### src/reader_irq_params.svh
// Purpose: Register offsets, field positions and reset values of the reader interrupt block
// Assumes: Register index times four gives the AXI4-Lite byte address
// Notes:   Definitions only
`ifndef READER_IRQ_PARAMS_SVH
`define READER_IRQ_PARAMS_SVH

// ----------------------------------------
// Register indices
// ----------------------------------------
`define IDX_TIMER_FIELD_MASK 6'h15
`define IDX_ERROR_WAKEUP_MASK 6'h16
`define IDX_MAIN_STATUS 6'h17
`define IDX_TIMER_FIELD_STATUS 6'h18
`define IDX_ERROR_WAKEUP_STATUS 6'h19

// ----------------------------------------
// Main status bit positions
// ----------------------------------------
`define BIT_OSC_STABLE 7
`define BIT_FIFO_LEVEL 6
`define BIT_RX_START 5
`define BIT_RX_END 4
`define BIT_TX_END 3
`define BIT_COLLISION 2
`define BIT_TIMER_FIELD_SUM 1
`define BIT_ERROR_WAKEUP_SUM 0

// ----------------------------------------
// Reset values and bus answers
// ----------------------------------------
`define REG_RESET 8'h00
`define RESP_OKAY 2'h0
`define RESP_DECERR 2'h3

`endif

### src/reader_irq_pkg.sv
// Purpose: Types shared by the reader interrupt block
// Assumes: Nothing
// Notes:   Values live in reader_irq_params.svh
package reader_irq_pkg;
   typedef logic [7:0] byte_reg_t;
   typedef logic [1:0] axi_resp_t;
   typedef logic [7:0] axi_addr_t;
endpackage

### src/reader_irq_ctrl.sv
// Purpose: Interrupt status and mask registers of an HF reader, with AXI4-Lite access
// Assumes: Event inputs are one-cycle pulses from logic on MCLK; SET_DEFAULT likewise
// Notes:   Status registers clear on read, main summary bits on detail read; an event in the clearing cycle is kept
`timescale 1ns/1ps
`include "reader_irq_params.svh"

// Function
// - Mask register 15h masks timer, field, avoidance and bit-rate interrupts; one masks.
// - Mask register 16h masks error and wake-up interrupts; one masks.
// - Both mask registers load zero at power-up and on set-default.
// - Main status 17h bit 7 sets when the crystal oscillator is stable.
// - Main bit 6 sets on FIFO water level, receive or transmit.
// - Main bits 5,4,3,2: receive start, receive end, transmit end, collision.
// - Main bit 1 summarises timer/field events, bit 0 error/wake-up events.
// - Reading main status clears bits 7 to 2, not the summary bits.
// - Each summary bit clears only when its detail register is read.
// - Main and timer/field status reset to zero at power-up and set-default.
// - Status 18h bits 7 to 3: command done, timers, field rise and fall.
// - Status 18h bit 2 sets on external field during collision avoidance.
// - Status 18h bit 1 sets after guard time once own field is on.
// - Status 18h bit 0 sets when target recognises initiator bit rate.
// - Reading status 18h clears it to zero.
// - Status 19h holds CRC, parity, framing and wake-up flags, clears on read.
module reader_irq_ctrl
   import reader_irq_pkg::*;
(
   input wire logic MCLK,
   input wire logic ARST_N,
   input wire axi_addr_t AWADDR,
   input wire logic AWVALID,
   output logic AWREADY,
   input wire logic [31:0] WDATA,
   input wire logic [3:0] WSTRB,
   input wire logic WVALID,
   output logic WREADY,
   output axi_resp_t BRESP,
   output logic BVALID,
   input wire logic BREADY,
   input wire axi_addr_t ARADDR,
   input wire logic ARVALID,
   output logic ARREADY,
   output logic [31:0] RDATA,
   output axi_resp_t RRESP,
   output logic RVALID,
   input wire logic RREADY,
   input wire logic SET_DEFAULT,
   input wire logic OSC_STABLE,
   input wire logic FIFO_LEVEL,
   input wire logic RX_START,
   input wire logic RX_END,
   input wire logic TX_END,
   input wire logic BIT_COLLISION,
   input wire byte_reg_t TIMER_FIELD_EVENT,
   input wire byte_reg_t ERROR_WAKEUP_EVENT,
   output logic IRQ
);
   // ----------------------------------------
   // Registers
   // ----------------------------------------
   byte_reg_t timer_field_irq_mask;
   byte_reg_t error_wakeup_irq_mask;
   byte_reg_t main_irq_status;
   byte_reg_t timer_field_irq_status;
   byte_reg_t error_wakeup_irq_status;

   // ----------------------------------------
   // Bus front end
   // ----------------------------------------
   logic wr_req;
   axi_addr_t wr_addr;
   byte_reg_t wr_data;
   logic wr_lane0;
   logic wr_ok;
   logic rd_req;
   axi_addr_t rd_addr;
   byte_reg_t rd_data;
   logic rd_ok;

   reader_irq_axil u_axil (
      .clk(MCLK),
      .arst_n(ARST_N),
      .awaddr(AWADDR),
      .awvalid(AWVALID),
      .awready(AWREADY),
      .wdata(WDATA),
      .wstrb(WSTRB),
      .wvalid(WVALID),
      .wready(WREADY),
      .bresp(BRESP),
      .bvalid(BVALID),
      .bready(BREADY),
      .araddr(ARADDR),
      .arvalid(ARVALID),
      .arready(ARREADY),
      .rdata(RDATA),
      .rresp(RRESP),
      .rvalid(RVALID),
      .rready(RREADY),
      .wr_req(wr_req),
      .wr_addr(wr_addr),
      .wr_data(wr_data),
      .wr_lane0(wr_lane0),
      .wr_ok(wr_ok),
      .rd_req(rd_req),
      .rd_addr(rd_addr),
      .rd_data(rd_data),
      .rd_ok(rd_ok)
   );

   // ----------------------------------------
   // Address decode
   // ----------------------------------------
   function automatic logic hits(input axi_addr_t addr, input logic [5:0] idx);
      hits = (addr[1:0] == 2'h0) && (addr[7:2] == idx);
   endfunction

   wire wr_tmask = hits(wr_addr, `IDX_TIMER_FIELD_MASK);
   wire wr_emask = hits(wr_addr, `IDX_ERROR_WAKEUP_MASK);
   wire rd_tmask = hits(rd_addr, `IDX_TIMER_FIELD_MASK);
   wire rd_emask = hits(rd_addr, `IDX_ERROR_WAKEUP_MASK);
   wire rd_main = hits(rd_addr, `IDX_MAIN_STATUS);
   wire rd_tstat = hits(rd_addr, `IDX_TIMER_FIELD_STATUS);
   wire rd_estat = hits(rd_addr, `IDX_ERROR_WAKEUP_STATUS);

   // Status registers take no writes
   assign wr_ok = wr_tmask | wr_emask;
   assign rd_ok = rd_tmask | rd_emask | rd_main | rd_tstat | rd_estat;

   assign rd_data = rd_tmask ? timer_field_irq_mask :
                    rd_emask ? error_wakeup_irq_mask :
                    rd_main ? main_irq_status :
                    rd_tstat ? timer_field_irq_status :
                    rd_estat ? error_wakeup_irq_status : `REG_RESET;

   // ----------------------------------------
   // Read side effects
   // ----------------------------------------
   wire clr_main = rd_req & rd_main;
   wire clr_tstat = rd_req & rd_tstat;
   wire clr_estat = rd_req & rd_estat;

   // ----------------------------------------
   // Next values, set wins over clear
   // ----------------------------------------
   wire [7:2] main_events = {OSC_STABLE, FIFO_LEVEL, RX_START, RX_END, TX_END, BIT_COLLISION};
   wire [7:2] next_main_hi = (main_irq_status[7:2] & ~{6{clr_main}}) | main_events;
   wire next_tsum = (main_irq_status[`BIT_TIMER_FIELD_SUM] & ~clr_tstat) | (|TIMER_FIELD_EVENT);
   wire next_esum = (main_irq_status[`BIT_ERROR_WAKEUP_SUM] & ~clr_estat) | (|ERROR_WAKEUP_EVENT);
   wire byte_reg_t next_main = {next_main_hi, next_tsum, next_esum};
   // Bit order 7..0: command done, no-response, timer, field on, field off, avoidance hit, guard time, bit rate
   wire byte_reg_t next_tstat = (timer_field_irq_status & ~{8{clr_tstat}}) | TIMER_FIELD_EVENT;
   wire byte_reg_t next_estat = (error_wakeup_irq_status & ~{8{clr_estat}}) | ERROR_WAKEUP_EVENT;

   wire byte_reg_t next_tmask = (wr_req & wr_tmask & wr_lane0) ? wr_data : timer_field_irq_mask;
   wire byte_reg_t next_emask = (wr_req & wr_emask & wr_lane0) ? wr_data : error_wakeup_irq_mask;

   wire unmasked = (|next_main[7:2]) | (|(next_tstat & ~next_tmask)) | (|(next_estat & ~next_emask));

   // ----------------------------------------
   // Mask registers
   // ----------------------------------------
   always_ff @(posedge MCLK or negedge ARST_N) begin
      if (!ARST_N) begin
         timer_field_irq_mask <= `REG_RESET;
         error_wakeup_irq_mask <= `REG_RESET;
      end else if (SET_DEFAULT) begin
         timer_field_irq_mask <= `REG_RESET;
         error_wakeup_irq_mask <= `REG_RESET;
      end else begin
         timer_field_irq_mask <= next_tmask;
         error_wakeup_irq_mask <= next_emask;
      end
   end

   // ----------------------------------------
   // Status registers
   // ----------------------------------------
   always_ff @(posedge MCLK or negedge ARST_N) begin
      if (!ARST_N) begin
         main_irq_status <= `REG_RESET;
         timer_field_irq_status <= `REG_RESET;
         error_wakeup_irq_status <= `REG_RESET;
      end else if (SET_DEFAULT) begin
         main_irq_status <= `REG_RESET;
         timer_field_irq_status <= `REG_RESET;
         error_wakeup_irq_status <= `REG_RESET;
      end else begin
         main_irq_status <= next_main;
         timer_field_irq_status <= next_tstat;
         error_wakeup_irq_status <= next_estat;
      end
   end

   // ----------------------------------------
   // Interrupt request
   // ----------------------------------------
   always_ff @(posedge MCLK or negedge ARST_N) begin
      if (!ARST_N) begin
         IRQ <= 1'b0;
      end else begin
         IRQ <= unmasked & ~SET_DEFAULT;
      end
   end
endmodule

### src/reader_irq_axil.sv
// Purpose: AXI4-Lite slave front end for the reader interrupt block
// Assumes: One write and one read under way at a time
// Notes:   Read strobe is the AR handshake cycle; write strobe fires once AW and W are both held
`timescale 1ns/1ps
`include "reader_irq_params.svh"

module reader_irq_axil
   import reader_irq_pkg::*;
(
   input wire logic clk,
   input wire logic arst_n,
   input wire axi_addr_t awaddr,
   input wire logic awvalid,
   output logic awready,
   input wire logic [31:0] wdata,
   input wire logic [3:0] wstrb,
   input wire logic wvalid,
   output logic wready,
   output axi_resp_t bresp,
   output logic bvalid,
   input wire logic bready,
   input wire axi_addr_t araddr,
   input wire logic arvalid,
   output logic arready,
   output logic [31:0] rdata,
   output axi_resp_t rresp,
   output logic rvalid,
   input wire logic rready,
   output logic wr_req,
   output axi_addr_t wr_addr,
   output byte_reg_t wr_data,
   output logic wr_lane0,
   input wire logic wr_ok,
   output logic rd_req,
   output axi_addr_t rd_addr,
   input wire byte_reg_t rd_data,
   input wire logic rd_ok
);
   logic aw_full;
   logic w_full;
   logic [31:0] wdata_hold;
   logic [3:0] wstrb_hold;
   wire aw_take = awvalid & awready;
   wire w_take = wvalid & wready;
   wire next_aw_full = (aw_full | aw_take) & ~wr_req;
   wire next_w_full = (w_full | w_take) & ~wr_req;
   wire next_bvalid = wr_req | (bvalid & ~bready);
   wire next_rvalid = rd_req | (rvalid & ~rready);

   // ----------------------------------------
   // Strobes toward the register file
   // ----------------------------------------
   assign wr_req = aw_full & w_full & ~bvalid;
   assign wr_data = wdata_hold[7:0];
   assign wr_lane0 = wstrb_hold[0];
   assign rd_req = arvalid & arready;
   assign rd_addr = araddr;

   // ----------------------------------------
   // Write channels
   // ----------------------------------------
   always_ff @(posedge clk or negedge arst_n) begin
      if (!arst_n) begin
         aw_full <= 1'b0;
         w_full <= 1'b0;
         awready <= 1'b0;
         wready <= 1'b0;
         bvalid <= 1'b0;
         bresp <= `RESP_OKAY;
         wr_addr <= 8'h00;
         wdata_hold <= 32'h0000_0000;
         wstrb_hold <= 4'h0;
      end else begin
         aw_full <= next_aw_full;
         w_full <= next_w_full;
         awready <= ~next_aw_full;
         wready <= ~next_w_full;
         bvalid <= next_bvalid;
         if (aw_take) begin
            wr_addr <= awaddr;
         end
         if (w_take) begin
            wdata_hold <= wdata;
            wstrb_hold <= wstrb;
         end
         if (wr_req) begin
            bresp <= wr_ok ? `RESP_OKAY : `RESP_DECERR;
         end
      end
   end

   // ----------------------------------------
   // Read channels
   // ----------------------------------------
   always_ff @(posedge clk or negedge arst_n) begin
      if (!arst_n) begin
         arready <= 1'b0;
         rvalid <= 1'b0;
         rdata <= 32'h0000_0000;
         rresp <= `RESP_OKAY;
      end else begin
         arready <= ~next_rvalid;
         rvalid <= next_rvalid;
         if (rd_req) begin
            rdata <= {24'h00_0000, rd_data};
            rresp <= rd_ok ? `RESP_OKAY : `RESP_DECERR;
         end
      end
   end
endmodule

### config.mk
export PLATFORM = sky130hd
export DESIGN_NAME = reader_irq_ctrl
export DESIGN_NICKNAME = d
export VERILOG_FILES = /design/src/reader_irq_pkg.sv /design/src/reader_irq_ctrl.sv /design/src/reader_irq_axil.sv
export VERILOG_INCLUDE_DIRS = /design/src
export SDC_FILE = /design/constraint.sdc
export NUM_CORES = 1
export LEC_CHECK = 0
export BUFFER_PORTS_ARGS = -buffer_cell sky130_fd_sc_hd__buf_2
export CAP_MARGIN = 20
export CORE_MARGIN = 5
export CORE_UTILIZATION = 50
export CTS_CLUSTER_SIZE = 12
export DETAILED_ROUTE_END_ITERATION = 16
export PLACE_DENSITY = 0.8
export SETUP_SLACK_MARGIN = 0.5
export SYNTH_ARGS = -nofsm -noshare
export SYNTH_HDL_FRONTEND = slang
export SYNTH_HIERARCHICAL = 1
export SYNTH_SLANG_ARGS = --single-unit
export TNS_END_PERCENT = 100
### constraint.sdc
create_clock -name MCLK -period 2.82 [get_ports MCLK]
set_input_delay 0.423 -clock MCLK [delete_from_list [all_inputs] [get_ports MCLK]]
set_output_delay 0.423 -clock MCLK [all_outputs]
set_load 0.01 [all_outputs]
# == Yosys cells after proc, flatten, opt, wreduce, memory -nomap -nowiden ==
# Index checks and enable logic that the tools add are counted.
# totals
latchBits,0
output_inout_bits,42
elab_cells,109
mem_bits_ro,0
mem_bits_rw,0
n_memories,0
ff_bits,77
# op_classes
addsub,0
n_reduce_logical,14
n_bitwise,55
n_mul,0
n_lt_le_gt_ge,0
eq_ne,7
n_div,0
mux,14
n_shift,0
# op_table
operator,n
2-to-1 mux 8 bit,12
"equality test 6 x 5 -> 1 bit, second input constant",7
bitwise AND 8 bit,4
inverter 8 bit,4
OR reduction 8 bit,4
bitwise AND 1 bit,19
bitwise OR 8 bit,2
bitwise OR 1 bit,13
inverter 1 bit,10
logical AND 1 bit,7
bitwise AND 6 bit,1
inverter 6 bit,1
bitwise OR 6 bit,1
OR reduction 6 bit,1
zero test 2 bit,2
2-to-1 mux 2 bit,2

# == Logic depth before layout (Yosys ltp) ==
# Gate-level depths: netlist of run 1.
# logic_depth
word_depth,11
depth_mapped,8

# == Cells and area by module ==
# Netlist of run 1, hierarchy kept.
# modules_own_cells
module,instances,seq_area_each_um2,cells_each,area_per_inst_um2
reader_irq_ctrl,1,1026.0,197,2060.7
reader_irq_axil,1,850.8,115,1559.0

# == Worst setup path before layout of run 1 ==
# No wires, ideal clock.
# synth_path
path_type,reg-to-reg
start,reg u_axil.bvalid
end,reg IRQ
path_slack_ps,488
path_stages_with_launch,9
required_time_ps,2683
period_less_slack_ps,2332
arrival_ps,2195
path_cell_list,dfrtp_1 -> nand3b_1 -> inv_1 -> nand4b_1 -> nor3_4 -> mux2i_1 -> a22o_1 -> a2111oi_2 -> a31oi_1
# synth_via
elab_chain_cells,11
# synth_lines
element,line_no,source
from (decl),reader_irq_axil.sv:20,"output logic bvalid,"
from (signal assigned),reader_irq_axil.sv:78,bvalid <= next_bvalid;
inverter 1 bit (*),reader_irq_axil.sv:53,assign wr_req = aw_full & w_full & ~bvalid;
bitwise AND 1 bit (*),reader_irq_axil.sv:53,
via wr_req,reader_irq_ctrl.sv:69,logic wr_req;
bitwise AND 1 bit (2 in series),reader_irq_ctrl.sv:154,wire byte_reg_t next_tmask = (wr_req & wr_tmask & wr_lane0) ? wr_data : timer_field_irq_mask;
2-to-1 mux 8 bit,reader_irq_ctrl.sv:154,
inverter 8 bit,reader_irq_ctrl.sv:157,wire unmasked = (|next_main[7:2]) | (|(next_tstat & ~next_tmask)) | (|(next_estat & ~next_emask));
bitwise AND 8 bit,reader_irq_ctrl.sv:157,
OR reduction 8 bit,reader_irq_ctrl.sv:157,
bitwise OR 1 bit,reader_irq_ctrl.sv:157,
bitwise OR 1 bit (*),reader_irq_ctrl.sv:157,
bitwise AND 1 bit (*),reader_irq_ctrl.sv:201,IRQ <= unmasked & ~SET_DEFAULT;
to (signal assigned),reader_irq_ctrl.sv:201,
to (decl),reader_irq_ctrl.sv:55,output logic IRQ
# Mark *: on every way through the listed nets, which the timed path passes. The rest lies on a longest branch.
# A chain may end at the register's enable or synchronous reset.

# == Final worst setup path of run 1 ==
# layout_path
start,reg u_axil.wr_addr[1]
end,reg IRQ
# layout_via
elab_chain_cells,11
# layout_lines
element,line_no,source
from (decl),reader_irq_axil.sv:30,"output axi_addr_t wr_addr,"
from (signal assigned),reader_irq_axil.sv:80,wr_addr <= awaddr;
zero test 2 bit (*),reader_irq_ctrl.sv:114,hits = (addr[1:0] == 2'h0) && (addr[7:2] == idx);
logical AND 1 bit,reader_irq_ctrl.sv:114,
bitwise AND 1 bit (2 in series),reader_irq_ctrl.sv:154,
2-to-1 mux 8 bit,reader_irq_ctrl.sv:154,
inverter 8 bit,reader_irq_ctrl.sv:157,
bitwise AND 8 bit,reader_irq_ctrl.sv:157,
OR reduction 8 bit,reader_irq_ctrl.sv:157,
bitwise OR 1 bit,reader_irq_ctrl.sv:157,
bitwise OR 1 bit (*),reader_irq_ctrl.sv:157,
bitwise AND 1 bit (*),reader_irq_ctrl.sv:201,
# Every way passes the cells marked *; elsewhere a longest branch is shown, timed or not.

==> impl_metrics.tcl, run 1 <==
set metrics [dict create \
    die-area_um2 9041 \
    root_buffer "clkbuf_8" \
    grt_max_degree 76 \
    grt-ovfl-total 0 \
    routed_wl_um 8373 \
    hold_viol 0 \
    ios 124 \
    fmax_mhz 424.7 \
    setup_viol_count_final 0 \
    hold_class "in -> async" \
    crit_path_start_kind "flip-flop" \
    skew_ns 0.01228 \
    ys_async_sr_fraction_pct 100.0 \
    post-dp-hpwl_um 6117 \
    drive_gt1_share_pct 35.86 \
    finish.net_count 473 \
    drt_iter0_drc 172 \
    routabilityCongestion 0.9023 \
    p_total_w 0.002755 \
    cts_tree "yes" \
    post-place-ws_ns 0.3200 \
    crit_arrival_ns 2.54 \
    syn_inst 312 \
    drv_slew 0 \
    syn_area_um2 3620 \
    p_per_area_nw_per_um2 643.5 \
    grt_pass1_wl_um 13040 \
    clock_path_buffers 2 \
    clkSinkCount 75 \
    ant_nets 0 \
    crit_required_ns 3.01 \
    placementRows 31 \
    diodes 0 \
    die_h_um 95.09 \
    clk_latency_ns 0.34 \
    place_inst 469 \
    tightest_slew_ns 0.7060 \
    synth_edf_count 0 \
    fin_crit_ns 2.355 \
    worst_slack_ns 0.4653 \
    slew_headroom_pct 52.76 \
    stdcell_count 495 \
    grt_usage_pct 18.97 \
    drv_cap 0 \
    cts_buffers 9 \
    rsz0062_at_grt "yes" \
    syn_to_final_growth_pct 18.29 \
    synthDistinctLibCells 44 \
    timing.final.crit_share_pct 83.50 \
    clkTransAtPathRegs_ns 0.08 \
    start_util_pct 50.72 \
    antenna_found_initial 0 \
    ys_seq_area_share_pct 51.85 \
    ys.flop_type "dfrtp_1" \
    avgViaCountPerCell 5.376 \
    leakage_nw 2.116 \
    cts_max_level 3 \
    coreArea_um2 7137 \
    io_buffers 72 \
    dr_total_vias 2661 \
    grt_pass1_vias 2708 \
    first_pass_iters 6 \
    die_x_um 95.09 \
    end_kind "flip-flop" \
    critical_path.max_fanout 4 \
    path_class "reg -> reg" \
    remaining_drc_errors 0 \
    setup-tns-final_ns 0 \
    utilization_pct 59.99 \
    peakVddDrop_uv 374.0 \
    status "finished, final reports clean" \
    syn_area_per_cell_um2 11.60 \
    yosys_warnings 6 \
    synth-seq-cells 75 \
    wl_per_cell_um 16.92 \
]
[worst max-delay path, stage by stage, from the launching register on]
cell and delay, ns:
dfrtp_1 0.38, or4b_4 0.58, nor3_4 0.30, buf_6 0.15, mux2i_2 0.07, a22o_1 0.28, a2111oi_4 0.32, a31oi_1 0.13
[placed cells by master, fill, tap and decap left out, types with 3 or more instances in the layout]
cell type and n:
a22oi_1 12, dfrtp_1 75, a222oi_1 8, a31oi_1 3
inv_1 8, clkbuf_8 12, nor2b_1 17, nor4_1 5
nor2_1 26, mux2i_2 4, buf_2 72, a21o_1 14
o21ai_0 3, mux2i_1 13, conb_1 24, mux2_2 18
buf_4 12, a21oi_1 9, mux2_4 9, nand2_1 12
[path summary, 6_finish.rpt]
path	startpoint	endpoint	slack (ns)	cells after the start
worst min register to register	u_axil/rdata[0]	u_axil/rdata[0]	0.51	1
worst min-delay path	ARST_N	u_axil/rdata[0]	0.10	2
min in group MCLK	BREADY	u_axil/bvalid	0.25	2
worst max register to register	u_axil/wr_addr[1]	IRQ	0.47	7
worst max-delay path	u_axil/wr_addr[1]	IRQ	0.47	7
max in group asynchronous	ARST_N	error_wakeup_irq_mask[1]	2.41	2
[cells by family (layout without fill, tap and decap cells)]
group           after synthesis  in the layout  share of synthesized area [%]
buf+inv                      51            112                          9.021
other cells                   1             24                         0.1036
mux                          45             45                          14.21
compound gates               57             57                          11.79
flops                        75             75                          51.85
simple gates                 83             83                          13.03
[cell usage after synthesis, drive strengths merged, types with 2 or more instances]
cell type	instances	area share, %
a222oi	8	2.2
a22o	2	0.48
inv	9	0.93
mux2i	18	5.0
nor3	3	1.0
nor2b	17	2.9
a2111oi	2	0.66
nor2	26	2.7
o21a	2	0.41
nand2b	2	0.35
mux2	27	9.2
a21o	14	2.9
or4	2	0.41
a31oi	3	0.52
nand4	2	0.35
and2	3	0.59
clkbuf	6	0.62
nor4bb	2	0.55
buf	36	7.5
dfrtp	75	52
nor4	5	0.86
a22oi	12	2.5
a21oi	9	1.2
o21ai	3	0.41
nand2	13	1.4
[metrics by stage]
stage / hold WS (ns) / cell area, µm²
after floorplan: 0.1274 / 3706
after global placement: 0.4818 / 3948
after CTS: 0.1159 / 4213
after global routing: 0.1294 / 4282
after detailed placement: 0.4884 / 3948
final: 0.1040 / 4282
[what timing repair did]
item / 4_1_cts / 5_1_grt
setup endpoints to repair: 1 / 1
hold buffers: 0 / 0
pin swaps: 5 / 6
buffers inserted: 5 / 5
endpoints found under the hold margin: 0 / 0
resized for setup: 5 / 7
[state kept, by name, indices dropped and copies added, names as in the netlist]
signal	count
error_wakeup_irq_mask	8
error_wakeup_irq_status	8
main_irq_status	8
timer_field_irq_mask	8
timer_field_irq_status	8
u_axil/rdata	8
u_axil/wdata_hold	8
u_axil/wr_addr	8
IRQ	1
u_axil/arready	1
u_axil/aw_full	1
u_axil/awready	1
u_axil/bresp	1
u_axil/bvalid	1
u_axil/rresp	1
u_axil/rvalid	1
u_axil/w_full	1
u_axil/wready	1
u_axil/wstrb_hold	1
[where the power goes]
group / switching, W / internal [W] / leakage (nW)
combinational: 0.000250 / 0.000319 / 1.08
sequential: 0.000152 / 0.00127 / 0.944
clock: 0.000375 / 0.000392 / 0.0956
[area by class of cell]
class / instances / area, µm²
repair buffers: 87 / 493.0
well taps: 99 / 123.9
multi-input cells: 209 / 1564
clock buffers: 13 / 168.9
flip-flops and latches: 75 / 1877
clock inverters: 3 / 21.27
fillers: 610 / 2855
inverters: 9 / 33.78
[per-layer routing]
layer	vias to the layer above	global-route usage [%]	part of all wire, %
li1	1216	-	-
met1	1319	23.51	41
met2	111	31.43	49
met3	15	5.051	8.2
met4	0	7.692	1.7
met5	-	0	0
No activity file was read; power rests on OpenSTA's default activity.
==> run 2: changes to the inputs <==
Settings changed: CORE_UTILIZATION 50 to 45, PLACE_DENSITY 0.8 to 0.76.
Clock period 2.82 ns to 2 ns, I/O delays scaled along.
==> run 2 against run 1 <==
The run now ends with negative setup slack left. Routed wire length up 5.6%. Final cell count up 5.5%. Cell area grew 9.5%. Worst hold slack better by 0.036 ns. Via count rose by 3.0%. Clock power grew 50%. Highest routed layer unchanged.
==> impl_metrics.tcl, run 2 (synthesis gave the netlist of run 1 again) <==
set metrics [dict create \
    crit_required_ns 2.25 \
    io_buffers 72 \
    combPwrFrac_pct 21.9 \
    crit_path_start_kind "flip-flop" \
    place_area_um2 4187 \
    finish.net_count 497 \
    hold_class "in -> reg" \
    coreArea_um2 7767 \
    p_sw_w 0.001216 \
    die_h_um 99.69 \
    grt_max_degree 76 \
    clkPwrFrac_pct 28.1 \
    rsz0062_at_grt "yes" \
    tightest_slew_ns 0.7251 \
    critPathTopFamily "simple AND/OR/NAND/NOR gates" \
    crit_arrival_ns 2.56 \
    routabilityCongestion 0.9000 \
    leakage_nw 2.283 \
    routed_wl_um 8845 \
    ant_nets 0 \
    avgViaCountPerCell 5.253 \
    clk_latency_ns 0.35 \
    cts_max_level 3 \
    internal-power_w 0.002873 \
    r2r_cells 7 \
    remaining_drc_errors 0 \
    regToRegEndpoint "IRQ" \
    start_util_pct 46.60 \
    drt_iter0_drc 165 \
    status "complete, but fails checks" \
    cts_tree "yes" \
    ios 124 \
    root_buffer "clkbuf_8" \
    drive_gt1_share_pct 43.10 \
    min_to "u_axil/bvalid" \
    placementRows 32 \
    dr_total_vias 2742 \
    hold_viol 0 \
    post-dp-hpwl_um 6341 \
    r2r_start "u_axil/wr_addr[5]" \
    cp_slowest_cell "or4b_4" \
    path_class "reg -> reg" \
    grt-ovfl-total 0 \
    path_buf_inv 1 \
    layout_commonest_cell "dfrtp_1" \
    worst_slack_ns -0.3082 \
    final_cell_mix "dfrtp_1, buf_2, nor2_1, buf_4, conb_1" \
    fin_crit_ns 2.308 \
    rrSetupSlack_ns -0.31 \
    seqPwrFrac_pct 49.9 \
    slew_headroom_pct 51.66 \
    setup_viol_count_final 3 \
    wl_per_cell_um 16.94 \
    timing.final.crit_share_pct 115.4 \
    p_per_area_nw_per_um2 872.3 \
    first_pass_iters 7 \
    antenna_found_initial 0 \
    swShare_pct 29.74 \
    path_cells "or4b_4 > nor3_4 > buf_6 > mux2i_4 > a22oi_1 > and4_1 > a31oi_1" \
    end_kind "flip-flop" \
    drv_cap 0 \
    clkTransAtPathRegs_ns 0.08 \
    drv_slew 0 \
    cts_buffers 9 \
    hold_depth 2 \
    grt_usage_pct 18.16 \
    peakVddDrop_uv 785.3 \
    fmax_mhz 433.2 \
    diodes 0 \
    setup-tns-final_ns -0.4212 \
    critical_path.max_fanout 4 \
    min_from "BREADY" \
    final_cell_area_um2 4688 \
    die_x_um 99.69 \
    grt_pass1_vias 2822 \
    die-area_um2 9937 \
    syn_to_final_growth_pct 29.52 \
    skew_ns 0.008520 \
    critPathMaxStageDelay_ns 0.59 \
    grt_pass1_wl_um 14080 \
    violations "negative setup slack" \
    clkSinkCount 75 \
    clock_path_buffers 2 \
]
run 2: changes by cell type in the layout (fill, tap and decap cells not counted), sizes merged:
| cell | previous run | this run |
|---|---|---|
| buf | 87 | 110 |
| bufinv | 0 | 1 |
| clkbuf | 13 | 10 |
| clkinvlp | 1 | 3 |
| dlygate4sd3 | 0 | 1 |
run 2: cell type report:
type / instances / area, µm²
tap: 102 / 127.6
fill: 616 / 3079
clock inverter: 6 / 66.31
sequential: 75 / 1877
timing repair buffer: 111 / 734.5
clock buffer: 10 / 127.6
multi-input combinational: 209 / 1719
inverter: 9 / 36.28
run 2: how the worst max path moves through the flow:
stage / from / endpoint / slack (ns) / depth (start not counted)
after global placement: u_axil/wr_addr[1] / IRQ / -0.23 / 6
after global routing: u_axil/wr_addr[5] / IRQ / -0.39 / 7
after floorplan: u_axil/bvalid / IRQ / -0.31 / 8
after detailed placement: u_axil/wr_addr[1] / IRQ / -0.31 / 7
after CTS: u_axil/wr_addr[5] / IRQ / -0.23 / 7
final: u_axil/wr_addr[5] / IRQ / -0.31 / 7
run 2: worst reg2reg max path, delay by kind of cell (launching register included):
family,cells,cell delay [ns]
AOI/OAI and AO/OA,2,0.31
buffers and inverters,1,0.19
DFF,1,0.38
muxes,1,0.26
and+or+nand+nor,3,1.07
run 2: power by group through the flow:
stage | Clock (W) | Sequential (W) | Combinational, W
after global placement | 0 | 0.00199 | 0.000844
after CTS | 0.00117 | 0.00202 | 0.000893
final | 0.00115 | 0.00204 | 0.000897
after global routing | 0.00124 | 0.00208 | 0.000982
after floorplan | 0 | 0.00197 | 0.000610
after detailed placement | 0 | 0.00201 | 0.000874
run 2: metal layers:
metal  share of wire (%)  GRT usage (%)  vias up  routed length, µm
met5                   0              0        -                  0
met2                  49          28.94      117               4370
met1                  41          24.05     1330               3632
li1                    -              -     1274                  -
met3                 7.5          4.208       21                664
met4                 2.0          7.038        0                178
run 2: metrics by stage:
| stage | util, % | hold slack, ns | std cells | setup slack, ns | total power (W) |
|---|---|---|---|---|---|
| floorplan | - | 0.004409 | 335 | -0.3074 | 0.002582 |
| global placement | 53.90 | 0.3603 | 495 | -0.2308 | 0.002833 |
| detailed placement | 53.90 | 0.3650 | 495 | -0.3131 | 0.002879 |
| CTS | 58.76 | 0.1315 | 517 | -0.2276 | 0.004089 |
| global route | 60.36 | 0.1389 | 522 | -0.3855 | 0.004302 |
| finish | 60.36 | 0.1397 | 522 | -0.3082 | 0.004089 |
run 2: what timing repair did:
item | CTS | global route
pin swaps | 2 | 1
endpoints found under the setup margin | 21 | 29
gates resized for setup | 28 | 13
setup buffers | 5 | 5
hold buffers | 1 | 0
hold endpoints to repair | 48 | 0
==> run 3: changes to the inputs <==
Settings changed: RECOVER_POWER set to 50.
==> run 3 against run 2 <==
Critical path type unchanged. Clock skew about the same. The run still ends with negative setup slack left. Routed wire length decreased by 0.62%. Worst setup slack gained 0.018 ns. Sequential power barely moved. Worst hold slack better by 0.00094 ns. Critical endpoint unchanged.
==> impl_metrics.tcl, run 3 (synthesis gave the netlist of run 1 again) <==
set metrics [dict create \
    status "complete, but fails checks" \
    violations "negative setup slack" \
    p_total_w 0.004073 \
    fmax_mhz 436.7 \
    syn_to_final_growth_pct 29.00 \
    timing.final.crit_share_pct 114.5 \
    die-area_um2 9937 \
    leakage_nw 2.275 \
    end_kind "flip-flop" \
    drv_slew 0 \
    grt-ovfl-total 0 \
    clkTransAtPathRegs_ns 0.08 \
    final_cell_mix "dfrtp_1, buf_2, nor2_1, conb_1, buf_4" \
    crit_required_ns 2.25 \
    clk_latency_ns 0.35 \
    hold_viol 0 \
    cts_max_level 3 \
    hold_class "in -> reg" \
    root_buffer "clkbuf_8" \
    slew_headroom_pct 33.47 \
    path_class "reg -> reg" \
    grt_pass1_vias 2822 \
    routabilityCongestion 0.9000 \
    drt_iter0_drc 185 \
    cts_tree "yes" \
    ios 124 \
    drv_cap 0 \
    setup_viol_count_final 3 \
    crit_arrival_ns 2.54 \
    skew_ns 0.008791 \
    grt_max_degree 76 \
    diodes 0 \
    start_util_pct 46.60 \
    post-dp-hpwl_um 6341 \
    dr_total_vias 2758 \
    clkSinkCount 75 \
    io_buffers 72 \
    drive_gt1_share_pct 42.62 \
    layout_commonest_cell "dfrtp_1" \
    worst_slack_ns -0.2899 \
    placementRows 32 \
    fin_crit_ns 2.290 \
    finish.net_count 497 \
    p_per_area_nw_per_um2 872.3 \
    wl_per_cell_um 16.84 \
    remaining_drc_errors 0 \
    critical_path.max_fanout 4 \
    coreArea_um2 7767 \
    first_pass_iters 5 \
    grt_pass1_wl_um 14080 \
    die_h_um 99.69 \
    antenna_found_initial 0 \
    ant_nets 0 \
    tightest_slew_ns 0.9979 \
    hold_ws_ns 0.1406 \
    peakVddDrop_uv 784.3 \
    cts_buffers 9 \
    avgViaCountPerCell 5.284 \
    die_x_um 99.69 \
    crit_path_start_kind "flip-flop" \
    routed_wl_um 8790 \
    clock_path_buffers 2 \
    grt_usage_pct 18.16 \
    final.fill_count 619 \
    rsz0062_at_grt "yes" \
]
-- run 3: cell types whose count changed in the layout (fill, tap and decap cells not counted), sizes merged --
| cell | change |
|---|---|
| buf | -2 |
| clkbuf | +2 |
-- run 3: critical path, stage by stage, from the launching register on --
cell and delay (ns):
dfrtp_1 0.38, or4b_4 0.59, nor3_4 0.28, buf_6 0.19, mux2i_4 0.26, a22oi_1 0.11, and4_1 0.20, a31oi_1 0.19
-- run 3: path summary, 6_finish.rpt --
path	start	to	slack [ns]	cells past startpoint
worst min register to register	u_axil/rdata[6]	u_axil/rdata[6]	0.51	1
worst max register to register	u_axil/wr_addr[5]	IRQ	-0.29	7
min in group asynchronous	ARST_N	u_axil/rdata[0]	0.77	3
worst max-delay path	u_axil/wr_addr[5]	IRQ	-0.29	7
max in group asynchronous	ARST_N	error_wakeup_irq_mask[2]	0.59	3
worst min-delay path	BREADY	u_axil/bvalid	0.14	2
-- run 3: cell type report --
class	count	area [µm²]	share of cell area (%)
Timing Repair Buffer	111	718.2	15.38
Inverter	9	36.28	0.7771
Clock buffer	10	127.6	2.733
Tap cell	102	127.6	2.733
Clock inverter	6	66.31	1.420
Sequential cell	75	1877	40.19
Multi-Input combinational cell	209	1717	36.76
-- run 3: what timing repair did --
item	4_1_cts	5_1_grt
pin swaps	2	1
hold endpoints to repair	48	0
hold buffers	1	0
setup endpoints to repair	21	29
resized for setup	28	13
setup buffers	5	5
-- run 3: power breakdown --
group / total (W) / internal (W) / switching (W)
Combinational: 0.000885 / 0.000500 / 0.000385
Clock: 0.00115 / 0.000576 / 0.000571
Sequential: 0.00204 / 0.00179 / 0.000255
-- run 3: per-stage QoR --
stage               setup TNS [ns]  instance area, µm²  util [%]  instances  worst slack, ns
CTS                        -0.2909                4564     58.76        517          -0.2276
detailed placement         -0.3571                4187     53.90        495          -0.3131
finish                     -0.3996                4669     60.12        522          -0.2899
floorplan                  -0.3074                3785         -        335          -0.3074
global route                -1.098                4669     60.12        522          -0.3855
global placement           -0.2502                4187     53.90        495          -0.2308
-- run 3: layer usage --
layer	global-route usage [%]	vias to the layer above	share of wire (%)
met2	28.94	123	50
met5	0	-	0
met4	7.038	0	2.1
met1	24.05	1343	40
met3	4.208	21	7.9
li1	-	1271	-
